$ cat config.mk
export PLATFORM = sky130hd
export DESIGN_NAME = rxm_seq
export DESIGN_NICKNAME = d
export VERILOG_FILES = /design/src/rxm_pkg.sv /design/src/rxm_shift_if.sv /design/src/rxm_shift.sv /design/src/rxm_seq.sv
export VERILOG_INCLUDE_DIRS = /design/src /design/src/src
export SDC_FILE = /design/constraint.sdc
export NUM_CORES = 1
export LEC_CHECK = 0
export BUFFER_PORTS_ARGS = -buffer_cell sky130_fd_sc_hd__buf_2
export CORE_MARGIN = 10
export CORE_UTILIZATION = 61
export CTS_BUF_LIST = sky130_fd_sc_hd__clkbuf_16
export CTS_CLUSTER_DIAMETER = 50
export DETAILED_ROUTE_END_ITERATION = 8
export PLACE_DENSITY = 0.84
export REMOVE_ABC_BUFFERS = 1
export SYNTH_ARGS = -nofsm -noshare
export SYNTH_HDL_FRONTEND = slang
export SYNTH_HIERARCHICAL = 1
export SYNTH_SLANG_ARGS = --single-unit
$ cat constraint.sdc
create_clock -name clk -period 8.15 [get_ports clk]
set_input_delay 1.2225 -clock clk [delete_from_list [all_inputs] [get_ports clk]]
set_output_delay 1.2225 -clock clk [all_outputs]
set_load 0.005 [all_outputs]
$ cat src/rxm_map.svh
`ifndef RXM_MAP_SVH
`define RXM_MAP_SVH

// Clock and sample timing.
`define RXM_CLK_NS         10
`define RXM_TS_NS          1600
`define RXM_TS_CYC         (`RXM_TS_NS / `RXM_CLK_NS)
`define RXM_HOLD_TICKS     2'd2

// Identifier send rate.
`define RXM_CLK_HZ         100000000
`define RXM_ID_BAUD        310000
`define RXM_BIT_CYC        (`RXM_CLK_HZ / `RXM_ID_BAUD)

// Wake and time-out counts in strobe periods, and the dummy byte.
`define RXM_RATIO_0        5'd3
`define RXM_RATIO_1        5'd7
`define RXM_RATIO_2        5'd15
`define RXM_RATIO_3        5'd31
`define RXM_TIMEOUT        7'd66
`define RXM_DUMMY_BYTE     8'h00

// Configuration word: register 1 in [23:16], 2 in [15:8], 3 in [7:0].
`define RXM_CFG_RESET      24'hd40080
`define RXM_CFG_READ_BIT   23
`define RXM_CFG_SOE_BIT    20
`define RXM_CFG_SR_HI      19
`define RXM_CFG_SR_LO      18
`define RXM_CFG_DME_BIT    17
`define RXM_CFG_HE_BIT     16
`define RXM_CFG_ID_HI      15
`define RXM_CFG_ID_LO      8

`endif

$ cat src/rxm_pkg.sv
package rxm_pkg;

   typedef enum logic [3:0] {
      ST_POR       = 4'h0,
      ST_CONFIG    = 4'h1,
      ST_SLEEP_ENT = 4'h3,
      ST_OSC_SLEEP = 4'h2,
      ST_OSC_RUN   = 4'h6,
      ST_OSC_HDR   = 4'h7,
      ST_OSC_DATA  = 4'h5,
      ST_OSC_DUMMY = 4'h4,
      ST_PIN_SLEEP = 4'hc,
      ST_PIN_RUN   = 4'hd,
      ST_PIN_ID    = 4'hf,
      ST_PIN_HDR   = 4'he,
      ST_PIN_DATA  = 4'ha,
      ST_PIN_RAW   = 4'hb,
      ST_PIN_DRAIN = 4'h9
   } rxm_state_e;

   typedef struct packed {
      rxm_state_e state;
      logic [7:0] tick_cnt;
      logic [1:0] hold_cnt;
      logic [23:0] cfg;
      logic [4:0] wake_cnt;
      logic [6:0] tmo_cnt;
      logic       strobe_seen;
      logic       id_seen;
      logic       hdr_seen;
      logic       hdr_inv;
      logic       eom_seen;
      logic       invert;
      logic       byte_pending;
      logic       mosi;
      logic       mosi_oe;
      logic       sclk;
      logic       sclk_oe;
   } rxm_ctrl_s;

   typedef struct packed {
      logic       busy;
      logic [7:0] sr;
      logic [2:0] bit_cnt;
      logic [8:0] timer;
      logic       clk_en;
   } rxm_shift_s;

endpackage

$ cat src/rxm_shift_if.sv
`timescale 1ns/1ps
interface rxm_shift_if;
   logic       load;
   logic [7:0] din;
   logic       with_clock;
   logic       busy;
   logic       sdo;
   logic       sclk;

   modport ctrl (output load, output din, output with_clock,
                 input busy, input sdo, input sclk);
   modport shifter (input load, input din, input with_clock,
                    output busy, output sdo, output sclk);
endinterface

$ cat src/rxm_shift.sv
`timescale 1ns/1ps
`include "rxm_map.svh"

// Serialises one byte MSB first; the clock rises at the start of each bit.
module rxm_shift (
   // Clock and reset
   input  wire logic      clk,
   input  wire logic      rst,
   // Byte port
   rxm_shift_if.shifter   sif
);
   rxm_pkg::rxm_shift_s q;
   rxm_pkg::rxm_shift_s d;

   localparam logic [8:0] BIT_LAST  = 9'(`RXM_BIT_CYC - 1);
   localparam logic [8:0] BIT_HALF  = 9'(`RXM_BIT_CYC / 2);

   always_comb begin
      d = q;
      if (!q.busy) begin
         if (sif.load) begin
            d.busy    = 1'b1;
            d.sr      = sif.din;
            d.bit_cnt = 3'h0;
            d.timer   = 9'h000;
            d.clk_en  = sif.with_clock;
         end
      end else if (q.timer == BIT_LAST) begin
         d.timer   = 9'h000;
         d.sr      = {q.sr[6:0], 1'b0};
         d.bit_cnt = q.bit_cnt + 3'h1;
         if (q.bit_cnt == 3'h7) begin
            d.busy = 1'b0;
         end
      end else begin
         d.timer = q.timer + 9'h001;
      end
   end

   always_ff @(posedge clk or posedge rst) begin
      if (rst) begin
         q <= '0;
      end else begin
         q <= d;
      end
   end

   assign sif.busy = q.busy;
   assign sif.sdo  = q.busy & q.sr[7];
   assign sif.sclk = q.busy & q.clk_en & (q.timer < BIT_HALF);
endmodule

$ cat src/rxm_seq.sv
`timescale 1ns/1ps
`include "rxm_map.svh"

module rxm_seq (
   // Clock and reset
   input  wire logic        clk,
   input  wire logic        rst,
   // Controller pins
   input  wire logic        config_hold_n,
   input  wire logic        strobe_pin,
   input  wire logic        strobe_at_supply,
   // Configuration write from the slave SPI
   input  wire logic        cfg_write,
   input  wire logic [23:0] cfg_data,
   // Strobe oscillator and data manager events
   input  wire logic        strobe_tick,
   input  wire logic        demod_raw,
   input  wire logic        match_found,
   input  wire logic        header_found,
   input  wire logic        header_inverted,
   input  wire logic        end_of_message,
   input  wire logic        data_valid,
   input  wire logic [7:0]  data_byte,
   // Mode and power outputs
   output logic [3:0]       state_code,
   output logic             receiver_on,
   output logic             strobe_osc_on,
   output logic             osc_pulldown_en,
   output logic             spi_slave_mode,
   output logic [23:0]      config_regs,
   output logic             demod_data_pin,
   // Master SPI pins
   output logic             mosi_o,
   output logic             mosi_oe,
   output logic             sclk_o,
   output logic             sclk_oe
);
   rxm_pkg::rxm_ctrl_s q;
   rxm_pkg::rxm_ctrl_s d;
   rxm_shift_if        sif ();

   localparam logic [7:0] TS_LAST = 8'(`RXM_TS_CYC - 1);

   logic       tick;
   logic       strobe_osc_enable;
   logic       data_manager_enable;
   logic       he_eff;
   logic       strobe_high;
   logic [4:0] ratio;
   logic       load;
   logic [7:0] load_byte;
   logic       leave;

   rxm_shift u_shift (
      .clk (clk),
      .rst (rst),
      .sif (sif)
   );

   always_comb begin
      strobe_osc_enable         = q.cfg[`RXM_CFG_SOE_BIT];
      data_manager_enable         = q.cfg[`RXM_CFG_DME_BIT];
      he_eff      = q.cfg[`RXM_CFG_HE_BIT] & data_manager_enable;
      strobe_high = strobe_pin | strobe_at_supply;
      tick        = (q.tick_cnt == TS_LAST);
      case (q.cfg[`RXM_CFG_SR_HI:`RXM_CFG_SR_LO])
         2'h0:    ratio = `RXM_RATIO_0;
         2'h1:    ratio = `RXM_RATIO_1;
         2'h2:    ratio = `RXM_RATIO_2;
         default: ratio = `RXM_RATIO_3;
      endcase
   end

   // Byte loads into the shifter: identifier, received data, or the dummy byte.
   always_comb begin
      load      = 1'b0;
      load_byte = `RXM_DUMMY_BYTE;
      case (q.state)
         rxm_pkg::ST_PIN_ID: begin
            load      = q.byte_pending & ~sif.busy;
            load_byte = q.cfg[`RXM_CFG_ID_HI:`RXM_CFG_ID_LO];
         end
         rxm_pkg::ST_OSC_DUMMY: begin
            load = q.byte_pending & ~sif.busy;
         end
         rxm_pkg::ST_OSC_DATA, rxm_pkg::ST_PIN_DATA: begin
            load      = data_valid & ~sif.busy;
            load_byte = data_byte ^ {8{q.invert}};
         end
         default: begin
            load = 1'b0;
         end
      endcase
   end

   assign sif.load       = load;
   assign sif.din        = load_byte;
   assign sif.with_clock = 1'b1;

   always_comb begin
      d          = q;
      d.tick_cnt = tick ? 8'h00 : q.tick_cnt + 8'h01;
      if (load) begin
         d.byte_pending = 1'b0;
      end

      // Event flags: a new event wins over the clear on state change.
      d.strobe_seen = q.strobe_seen | strobe_tick;
      d.id_seen     = q.id_seen | match_found;
      d.hdr_seen    = q.hdr_seen | header_found;
      d.hdr_inv     = q.hdr_inv | (header_found & header_inverted);
      d.eom_seen    = q.eom_seen | end_of_message;

      if (q.state == rxm_pkg::ST_OSC_SLEEP && strobe_tick && q.wake_cnt != ratio) begin
         d.wake_cnt = q.wake_cnt + 5'h01;
      end
      if (q.state == rxm_pkg::ST_OSC_HDR && strobe_tick && q.tmo_cnt != `RXM_TIMEOUT) begin
         d.tmo_cnt = q.tmo_cnt + 7'h01;
      end

      if (q.state == rxm_pkg::ST_CONFIG && cfg_write && !cfg_data[`RXM_CFG_READ_BIT]) begin
         d.cfg = cfg_data;
      end

      if (tick) begin
         d.hold_cnt = config_hold_n ? 2'h0 :
                      (q.hold_cnt == `RXM_HOLD_TICKS) ? q.hold_cnt : q.hold_cnt + 2'h1;
         if (!config_hold_n && q.hold_cnt == `RXM_HOLD_TICKS - 2'h1) begin
            d.state = rxm_pkg::ST_CONFIG;
         end else begin
            case (q.state)
               rxm_pkg::ST_POR: begin
                  d.state = config_hold_n ? rxm_pkg::ST_SLEEP_ENT : rxm_pkg::ST_CONFIG;
               end
               rxm_pkg::ST_CONFIG: begin
                  if (config_hold_n) begin
                     d.state = rxm_pkg::ST_SLEEP_ENT;
                  end
               end
               rxm_pkg::ST_SLEEP_ENT: begin
                  d.state = strobe_osc_enable ? rxm_pkg::ST_OSC_SLEEP : rxm_pkg::ST_PIN_SLEEP;
               end
               rxm_pkg::ST_OSC_SLEEP: begin
                  if (!strobe_osc_enable) begin
                     d.state = rxm_pkg::ST_PIN_SLEEP;
                  end else if (q.wake_cnt == ratio || strobe_high) begin
                     d.state = rxm_pkg::ST_OSC_RUN;
                  end
               end
               rxm_pkg::ST_OSC_RUN: begin
                  if (q.id_seen) begin
                     d.state = he_eff ? rxm_pkg::ST_OSC_HDR : rxm_pkg::ST_OSC_DATA;
                  end else if (q.strobe_seen && !strobe_high) begin
                     d.state = rxm_pkg::ST_SLEEP_ENT;
                  end
               end
               rxm_pkg::ST_OSC_HDR: begin
                  if (q.hdr_seen) begin
                     d.state = rxm_pkg::ST_OSC_DATA;
                  end else if (q.tmo_cnt == `RXM_TIMEOUT) begin
                     d.state = rxm_pkg::ST_SLEEP_ENT;
                  end
               end
               rxm_pkg::ST_OSC_DATA: begin
                  if (q.eom_seen && !sif.busy && !load) begin
                     d.state = rxm_pkg::ST_OSC_DUMMY;
                  end
               end
               rxm_pkg::ST_OSC_DUMMY: begin
                  if (!q.byte_pending && !sif.busy) begin
                     d.state = rxm_pkg::ST_SLEEP_ENT;
                  end
               end
               rxm_pkg::ST_PIN_SLEEP: begin
                  if (strobe_osc_enable) begin
                     d.state = rxm_pkg::ST_OSC_SLEEP;
                  end else if (strobe_high) begin
                     d.state = rxm_pkg::ST_PIN_RUN;
                  end
               end
               rxm_pkg::ST_PIN_RUN: begin
                  if (!strobe_high) begin
                     d.state = rxm_pkg::ST_SLEEP_ENT;
                  end else if (q.id_seen) begin
                     d.state = rxm_pkg::ST_PIN_ID;
                  end
               end
               rxm_pkg::ST_PIN_ID: begin
                  if (!strobe_high) begin
                     d.state = rxm_pkg::ST_SLEEP_ENT;
                  end else if (!q.byte_pending && !sif.busy) begin
                     d.state = he_eff ? rxm_pkg::ST_PIN_HDR : rxm_pkg::ST_PIN_DATA;
                  end
               end
               rxm_pkg::ST_PIN_HDR: begin
                  if (!strobe_high) begin
                     d.state = rxm_pkg::ST_SLEEP_ENT;
                  end else if (q.hdr_seen) begin
                     d.state = rxm_pkg::ST_PIN_DATA;
                  end
               end
               rxm_pkg::ST_PIN_DATA: begin
                  if (!strobe_high) begin
                     d.state = rxm_pkg::ST_PIN_DRAIN;
                  end else if (q.eom_seen && !sif.busy && !load) begin
                     d.state = rxm_pkg::ST_PIN_RAW;
                  end
               end
               rxm_pkg::ST_PIN_DRAIN: begin
                  if (!sif.busy) begin
                     d.state = rxm_pkg::ST_SLEEP_ENT;
                  end
               end
               rxm_pkg::ST_PIN_RAW: begin
                  if (!strobe_high) begin
                     d.state = rxm_pkg::ST_SLEEP_ENT;
                  end
               end
               default: begin
                  d.state = rxm_pkg::ST_POR;
               end
            endcase
         end
      end

      // Per-state bookkeeping on entry.
      leave = (d.state != q.state);
      if (leave) begin
         d.strobe_seen  = strobe_tick;
         d.id_seen      = match_found;
         d.hdr_seen     = header_found;
         d.hdr_inv      = header_found & header_inverted;
         d.eom_seen     = end_of_message;
         d.wake_cnt     = 5'h00;
         d.tmo_cnt      = 7'h00;
         d.byte_pending = (d.state == rxm_pkg::ST_PIN_ID) ||
                          (d.state == rxm_pkg::ST_OSC_DUMMY);
         if (d.state == rxm_pkg::ST_OSC_DATA || d.state == rxm_pkg::ST_PIN_DATA) begin
            d.invert = he_eff & q.hdr_inv;
         end
      end

      // Pin drive: slave in configuration, raw data without the data manager.
      if (q.state == rxm_pkg::ST_CONFIG || q.state == rxm_pkg::ST_POR) begin
         d.mosi_oe = 1'b0;
         d.sclk_oe = 1'b0;
         d.mosi    = 1'b0;
         d.sclk    = 1'b0;
      end else if (!data_manager_enable) begin
         d.mosi_oe = 1'b1;
         d.sclk_oe = 1'b0;
         d.mosi    = receiver_on & demod_raw;
         d.sclk    = 1'b0;
      end else if (q.state == rxm_pkg::ST_PIN_RAW) begin
         d.mosi_oe = 1'b1;
         d.sclk_oe = 1'b1;
         d.mosi    = demod_raw;
         d.sclk    = 1'b0;
      end else begin
         d.mosi_oe = 1'b1;
         d.sclk_oe = 1'b1;
         d.mosi    = sif.sdo;
         d.sclk    = sif.sclk;
      end
   end

   always_ff @(posedge clk or posedge rst) begin
      if (rst) begin
         q       <= '0;
         q.state <= rxm_pkg::ST_POR;
         q.cfg   <= `RXM_CFG_RESET;
      end else begin
         q <= d;
      end
   end

   always_comb begin
      state_code      = q.state;
      receiver_on     = (q.state != rxm_pkg::ST_OSC_SLEEP) &&
                        (q.state != rxm_pkg::ST_PIN_SLEEP);
      strobe_osc_on   = q.cfg[`RXM_CFG_SOE_BIT];
      osc_pulldown_en = ~strobe_at_supply;
      spi_slave_mode  = (q.state == rxm_pkg::ST_CONFIG);
      config_regs     = q.cfg;
      demod_data_pin  = receiver_on & demod_raw;
      mosi_o          = q.mosi;
      mosi_oe         = q.mosi_oe;
      sclk_o          = q.sclk;
      sclk_oe         = q.sclk_oe;
   end
endmodule

==> Word-level counts from Yosys, hierarchy flattened <==
Cells that the tools add are included.
{ "totals": {"ff_bits": 83, "latchBits": 0, "mem_bits_rw": 0, "mem_bits_ro": 0, "inputBits": 45, "out_inout_bits": 37, "wordCells": 162, "memories": 0} }
{ "op_classes": {"n_addsub": 6, "n_mul": 0, "div_mod_pow": 0, "order_cmp": 1, "n_eq_ne": 34, "shifts": 0, "mux": 47, "n_bitwise": 18, "reduce_logical": 34} }
{ "op_table": {"columns": ["cell", "count"], "rows": [
  ["$mux W4", 27],
  ["$pmux W4 S15", 1],
  ["$eq A4 B4 Y1 const B", 9],
  ["$eq A4 B3 Y1 const B", 6],
  ["$mux W22", 1],
  ["$mux W21", 1],
  ["$mux W19", 1],
  ["$pmux W8 S2", 1],
  ["$pmux W5 S3", 1],
  ["$logic_and A1 B1 Y1", 12],
  ["$mux W12", 1],
  ["$add A9 B1 Y9 const B", 1],
  ["$and A1 B1 Y1", 9],
  ["$eq A9 B9 Y1 const B", 1],
  ["$lt A9 B8 Y1 const B", 1],
  ["$mux W9", 1],
  ["$add A8 B1 Y8 const B", 1],
  ["$eq A4 B2 Y1 const B", 2],
  ["$eq A8 B8 Y1 const B", 1],
  ["$mux W2", 4],
  ["$mux W8", 1],
  ["$reduce_and A2 Y1", 4],
  ["$reduce_bool A2 Y1", 4],
  ["$xor A8 B8 Y8", 1],
  ["28 further kinds", 48]
]} }

==> Depth between registers and ports, before layout <==
Gate-level depths: netlist (run 1).
{ "depth": {"word_depth": 14, "ltp_mapped": 12, "ltp_nobuf": 11} }

==> By module <==
Netlist (run 1), hierarchy kept.
{ "modules_own_cells": {"columns": ["module", "instances", "cells_each", "area_per_inst_um2", "seq_area_each_um2"], "rows": [
  ["rxm_seq", 1, 375, 3751.1, 1532.7],
  ["rxm_shift", 1, 122, 1202.4, 550.5]
]} }

==> Least setup slack after synthesis (run 1) <==
No wires, ideal clock.
{ "synth_timing": {"path_type": "input to register", "from": "input strobe_pin", "to": "register q[5] (netlist bit)", "setup_ns": 0.125, "t_arrival_ns": 3.024, "required_time_ns": 8.025, "slack_ns": 5.001, "stages": 8, "path_buffers": 0, "path_cell_list": "or3b_2 -> a31oi_1 -> a221o_1 -> a2111oi_2 -> a22oi_1 -> and4bb_2 -> o22ai_1 -> mux2_2"} }
{ "synth_lines": {"columns": ["element", "line", "source"], "rows": [
  ["start: declaration", "rxm_seq.sv:10", "input wire logic strobe_pin,"],
  ["end: declaration", "rxm_seq.sv:38", "rxm_pkg::rxm_ctrl_s q;"]
]} }

==> Worst setup path after layout (run 1) <==
{ "layout_timing": {"from": "register q[50] (netlist bit)", "to": "register q[4] (netlist bit)"} }
{ "layout_via": {"elab_chain_cells": 5, "elab_cells_between_ends": 8, "cone_classes": "4 x eq/ne; 2 x mux; 2 x reduce/logical"} }
{ "layout_lines": {"columns": ["element", "line", "source"], "rows": [
  ["$eq A8 B8 Y1 (*)", "rxm_seq.sv:65", "tick = (q.tick_cnt == TS_LAST);"],
  ["$mux W4 (*)", "rxm_seq.sv:125", "if (tick) begin"],
  ["$eq A4 B4 Y1 or $eq A4 B3 Y1 (tied branches)", "rxm_seq.sv:236, rxm_seq.sv:237", null],
  ["$logic_or A1 B1 Y1", "rxm_seq.sv:236", "d.byte_pending = (d.state == rxm_pkg::ST_PIN_ID) ||"],
  ["$mux W19", "rxm_seq.sv:228", "if (leave) begin"]
]} }
Mark *: on every way between the ends. The rest lies on a longest branch, timed or not.
A chain may end at the register's enable or synchronous reset.

==> results of run 1 <==
==> flip-flops by register name, indices dropped and copies added (netlist names) <==
signal,count
config_regs,24
mosi_o,1
mosi_oe,1
q,29
sclk_o,1
sclk_oe,1
state_code,4
u_shift/q,21
u_shift/sif.busy,1
==> synthesized netlist by cell type (3+ instances only) <==
| cell | number | area (µm²) |
|---|---|---|
| a21boi_0 | 3 | 22.5 |
| mux2_2 | 24 | 270 |
| xnor2_1 | 15 | 131 |
| mux2i_1 | 10 | 100 |
| a31oi_1 | 8 | 50.1 |
| a21o_1 | 8 | 60.1 |
| a211oi_1 | 6 | 45.0 |
| dfrtp_1 | 78 | 1950 |
| nor2b_1 | 4 | 25.0 |
| a21oi_1 | 20 | 100 |
| o21ai_0 | 23 | 115 |
| and3_1 | 5 | 31.3 |
| xor2_1 | 10 | 87.6 |
| inv_1 | 17 | 63.8 |
| or3b_2 | 3 | 26.3 |
| buf_6 | 3 | 33.8 |
| clkbuf_1 | 6 | 22.5 |
| nor3_1 | 10 | 50.1 |
| buf_4 | 29 | 218 |
| nand3_1 | 19 | 95.1 |
| nand2_1 | 43 | 161 |
| and2_1 | 3 | 18.8 |
| a22oi_1 | 4 | 30.0 |
| nor2_1 | 34 | 128 |
| nand2b_1 | 7 | 43.8 |
| and4b_1 | 3 | 30.0 |
| nor2_4 | 10 | 113 |
| ha_1 | 10 | 125 |
| buf_2 | 9 | 45.0 |
| o22ai_1 | 4 | 25.0 |
| nand4_1 | 7 | 43.8 |
| dfstp_2 | 5 | 131 |
==> per-stage QoR <==
| stage | total power [mW] | hold slack, ns | setup WS, ns | utilization (%) | instance area [µm²] |
|---|---|---|---|---|---|
| floorplan | 0.435 | 0.440 | 4.71 | - | 4590 |
| global placement | 0.451 | 0.464 | 4.35 | 65.8 | 5140 |
| detailed placement | 0.452 | 0.473 | 4.26 | 65.8 | 5140 |
| CTS | 0.863 | 0.497 | 4.35 | 69.6 | 5440 |
| global route | 0.887 | 0.515 | 4.02 | 69.6 | 5440 |
| finish | 0.857 | 0.493 | 4.31 | 69.6 | 5440 |
==> cell families after synthesis <==
family,share of synthesized area (%)
buf+inv,8.66
fa+ha+maj,2.73
compound gates,14.3
flops,42.1
xor+xnor,4.42
mux,7.48
other cells,0.0757
simple gates,20.3
==> worst max-delay path by stage <==
stage	from	endpoint	slack (ns)
global route	q[49]	q[4]	4.02
CTS	q[49]	q[4]	4.35
finish	q[50]	q[4]	4.31
floorplan	config_hold_n	q[4]	4.71
detailed placement	config_hold_n	q[4]	4.26
global placement	config_hold_n	q[4]	4.35
==> cell type report <==
class / count / area (µm²)
fillers: 609 / 2370
well taps: 102 / 128
flip-flops and latches: 83 / 2080
clock buffers: 9 / 225
inverters: 17 / 63.8
repair buffers: 83 / 420
multi-input cells: 345 / 2440
clock inverters: 7 / 76.3
==> worst min-delay path: stages, from the launching register on <==
cell and delay, ns:
dfrtp_1 0.35, nand2_1 0.05, nand2_1 0.06
==> cells in the final DEF, fill, tap and decap left out, types with 3 or more instances in the layout <==
cell type	n
and3_1	5
a21o_1	8
dfrtp_1	78
dfstp_2	5
mux2_2	24
nand2b_1	7
nor2_4	10
ha_1	10
nor2b_1	4
a31oi_1	8
or3b_2	3
nand3_1	19
a21oi_1	20
and2_1	3
clkbuf_16	9
o22ai_1	4
and4b_1	3
buf_2	81
mux2i_1	10
a21boi_0	3
a211oi_1	6
xor2_1	10
o21ai_0	23
nand2_1	43
xnor2_1	15
nand4_1	7
a22oi_1	4
nor3_1	10
nor2_1	34
inv_1	17
==> power groups by stage <==
stage               Sequential, mW  Combinational [mW]  Clock (mW)
floorplan                    0.421              0.0137           0
global placement             0.421              0.0296           0
detailed placement           0.422              0.0308           0
CTS                          0.414              0.0310       0.418
global route                 0.414              0.0345       0.439
finish                       0.414              0.0303       0.412
==> layer usage <==
metal  global-route usage (%)  share of wire, %  wire [µm]
met4                     6.51               1.8        219
met1                     24.7                41       4870
met3                     3.89               5.9        700
met5                        0                 0          0
met2                     34.3                51       6100
==> impl_metrics.yaml, run 1 <==
synth:
  async_flop_share_pct: 100
  ys_warn_count: 6
  syn_inst: 497
  synth_area_um2: 4950
  ys_types: 81
  synthFlopType: "dfrtp_1"
  synth_edf_count: 0
  ys_seq_area_share_pct: 42.1
  ys_ff_latch: 83
  postSynthAreaPerCell_um2: 9.97
worst_setup_path:
  cp.arrival_ns: 4.09
  max_stage_delay_ns: 1.03
  cp-end-kind: "register"
  reg2reg_slack_ns: 4.31
  critPathKind: "reg -> reg"
  cp_num_cells: 8
  crit_fanout: 13
  crit_buf_inv: 0
  reg2reg_from: "q[50]"
  crit_chain: "ha_1, nand4_2, nor4b_1, nand2_1, a31o_2, o221ai_1, or2_1, mux2i_1"
  cp_data_required_time_ns: 8.41
  crit_path_start_kind: "register"
  worst_path_max_delay_cell: "nor4b_1"
  reg2regPathDepth: 8
  critical-path-top-delay-family: "simple AND/OR/NAND/NOR gates"
  r2r_end: "q[4]"
timing:
  fin_tns_setup_ns: 0
  clock_skew_ns: 0.00624
  slew_violations: 0
  rsz0062_at_grt: "no"
  maxSlewHeadroom_pct: 19.4
  tightest_slew_ns: 1.19
  hold_violations: 0
  max_freq_mhz: 261
  setup_violations: 0
  fin_crit_sh_pct: 47.1
  min_period_ns: 3.84
power:
  switching_share_pct: 22.3
  leakagePower_nw: 2.57
  p_clk_share_pct: 48.1
  comb_power_share_pct: 3.5
  p_seq_share_pct: 48.3
  internal_power_uw: 666
  power_switching_uw: 191
  ir_drop_mv: 0.0949
  p_per_area_nw_per_um2: 158
detailed_routing:
  initialDrtViolationCount: 271
  remaining_drc_errors: 0
  vias: 3850
  dr.pass1.iters: 5
  drt-wirelength-per-cell_um: 18.4
  viasPerCell: 5.96
  drt_wl_total_um: 11900
  ant_nets: 0
die:
  num_rows: 32
  ioPinCount: 82
  fp.dieH_um: 110
  start_util_pct: 63.4
  fp.coreArea_um2: 7810
  die_area_um2: 12100
  die_width_um: 110
clock_network:
  hold_buffers: 0
  clock_latency_ns: 0.34
  cts_sinks: 83
  clkSlewWorstSetupHoldPaths_ns: 0.07
  cts_buffers: 9
  root_buffer: "clkbuf_16"
  clk_path_buf_depth: 2
  postCtsSetupBuffers: 0
  cts_max_level: 3
  cts_tree: "yes"
  ctsResizeCount: 0
finish:
  area_growth_pct: 9.78
  drive_gt1_share_pct: 29.0
  nets: 594
  diodes: 0
  fin_cells: 646
grt:
  grt_max_degree: 41
  grt_pass1_wl_um: 19300
  grt_overflow: 0
  antenna_found_initial: 0
  grt_pass1_vias: 3895
  grt.total_usage_pct: 19.9
worst_hold_path:
  worstHoldStart: "u_shift/q[0]"
  whs_endpoint: "u_shift/q[0]"
  hold_path_depth: 2
  hold_class: "reg -> reg"
placed_design:
  routabilityCongestion: 0.959
  port_buffers: 81
  dp.cells: 630
  dp_hpwl_um: 8540
job:
  drv_cap: 0
status:
  outcome: "completed"
No activity file was read; power rests on OpenSTA's default activity.
==> inputs of run 2 (changes only) <==
Settings changed: CORE_UTILIZATION 61 to 51, PLACE_DENSITY 0.84 to 0.75.
Clock period 8.15 ns to 3.36 ns, I/O delays scaled along.
==> run 2 against run 1 <==
Net effect:
- power increased by 140%
- maximum frequency increased by 26%
- routed wire length decreased by 1.3%
- setup slack got worse by 4.0 ns
- largest power group unchanged
- cell count increased by 6.0%
- critical path depth unchanged
- sequential share of layout area decreased by 0.82 points
- register-to-register slack got worse by 4.0 ns
==> impl_metrics.yaml, run 2 (synthesis results as in run 1) <==
status:
  outcome: "completed"
worst_setup_path:
  cp_common_cell: "a22oi_1"
  crit_chain: "inv_1, nor3_1, and3b_1, a22oi_1, a22oi_1, and4bb_2, o22ai_1, mux2_2"
  max_stage_delay_ns: 0.85
  cp.arrival_ns: 3.27
  crit_path_start_kind: "register"
  crit_fanout: 25
  reg2regPathDepth: 8
  critPathKind: "reg -> reg"
  cp-end-kind: "register"
  cp_data_required_time_ns: 3.59
  worst_path_max_delay_cell: "dfrtp_1"
grt:
  grt_max_degree: 39
  grt_pass1_wl_um: 19800
  grt_pass1_vias: 3891
  grt.total_usage_pct: 16.8
  grt_overflow: 0
  antenna_found_initial: 0
timing:
  clock_skew_ns: 0.00568
  setup_violations: 0
  rsz0062_at_grt: "no"
  hold_violations: 0
  tightest_slew_ns: 0.813
  fin_tns_setup_ns: 0
  max_freq_mhz: 329
  fin_crit_sh_pct: 90.5
  slew_violations: 0
  maxSlewHeadroom_pct: 45.7
  min_period_ns: 3.04
clock_network:
  cts_sinks: 83
  cts_buffers: 9
  clk_path_buf_depth: 2
  root_buffer: "clkbuf_16"
  clock_latency_ns: 0.34
  cts_tree: "yes"
  hold_buffers: 0
  clkSlewWorstSetupHoldPaths_ns: 0.07
  cts_max_level: 3
  ctsResizeCount: 0
  postCtsSetupBuffers: 0
detailed_routing:
  remaining_drc_errors: 0
  initialDrtViolationCount: 222
  viasPerCell: 5.57
  ant_nets: 0
  vias: 3813
  drt-wirelength-per-cell_um: 17.1
  dr.pass1.iters: 5
  drt_wl_total_um: 11700
job:
  drv_cap: 0
power:
  p_per_area_nw_per_um2: 365
  fin_total_pwr_mw: 2.03
  leakagePower_nw: 2.62
  ir_drop_mv: 0.263
placed_design:
  routabilityCongestion: 0.911
  dp_hpwl_um: 8880
  port_buffers: 81
finish:
  drive_gt1_share_pct: 30.8
  n_fill_cell: 817
  layout_common_cells: "buf_2, dfrtp_1, nand2_1, nor2_1, mux2_2"
  layout_commonest_cell: "buf_2"
  nets: 606
  largest_register_ffs: 29
  area_growth_pct: 12.2
  diodes: 0
  top_register: "q"
die:
  die_area_um2: 14100
  start_util_pct: 53.1
  ioPinCount: 82
  die_width_um: 119
  num_rows: 35
  fp.coreArea_um2: 9330
  fp.dieH_um: 119
worst_hold_path:
  hold_class: "in -> async"
run 2: cell count changes in the layout (fill, tap and decap cells not counted):
cell       change
bufinv_16      -1
inv_6          +1
clkinv_4       -1
inv_8          +1
buf_12         +1
inv_1          -1
buf_4         +11
clkinv_2       +1
run 2: final cells by class:
type	instances	area (µm²)	share of cell area [%]
clock buffer	9	225	4.05
inverter	17	63.8	1.15
timing repair buffer	95	523	9.41
sequential	83	2080	37.5
tap	129	161	2.90
clock inverter	7	58.8	1.06
multi-input combinational	345	2440	43.9
run 2: path summary, 6_finish.rpt:
check	from	endpoint	slack (ns)
setup reg to reg	state_code[3]	q[5]	0.32
hold / removal	rst	config_regs[17]	0.22
min in group clk	match_found	q[9]	0.34
max in group asynchronous	rst	config_regs[23]	2.24
setup / recovery	state_code[3]	q[5]	0.32
hold reg to reg	u_shift/q[0]	u_shift/q[0]	0.49
run 2: power by group:
group	internal [mW]	switching, mW
logic	0.0318	0.0416
clock network	0.514	0.439
registers	1.00	0.00240
run 2: metal layers:
metal  vias up  share of wire (%)  GRT usage (%)
met3        12                4.2           3.76
met2        81                 51           28.7
met5         -                  0              0
li1       1843                  -              -
met4         0                1.2           4.96
met1      1877                 44           20.7
run 2: worst max-delay path, delay by kind of cell (launching register included):
family,cells,cell delay [ns]
mux,1,0.35
compound gates,3,0.56
simple gates,3,0.96
flops,1,0.85
buf+inv,1,0.20
run 2: through the flow:
stage               utilization (%)  setup slack, ns  cell area (µm²)  instances  hold slack [ns]
floorplan                         -            0.321             4590        445            0.440
global placement               56.5            0.463             5270        669            0.462
detailed placement             56.5            0.401             5270        669            0.481
CTS                            59.6            0.385             5560        685            0.247
global route                   59.6           0.0663             5560        685            0.268
finish                         59.6            0.318             5560        685            0.219
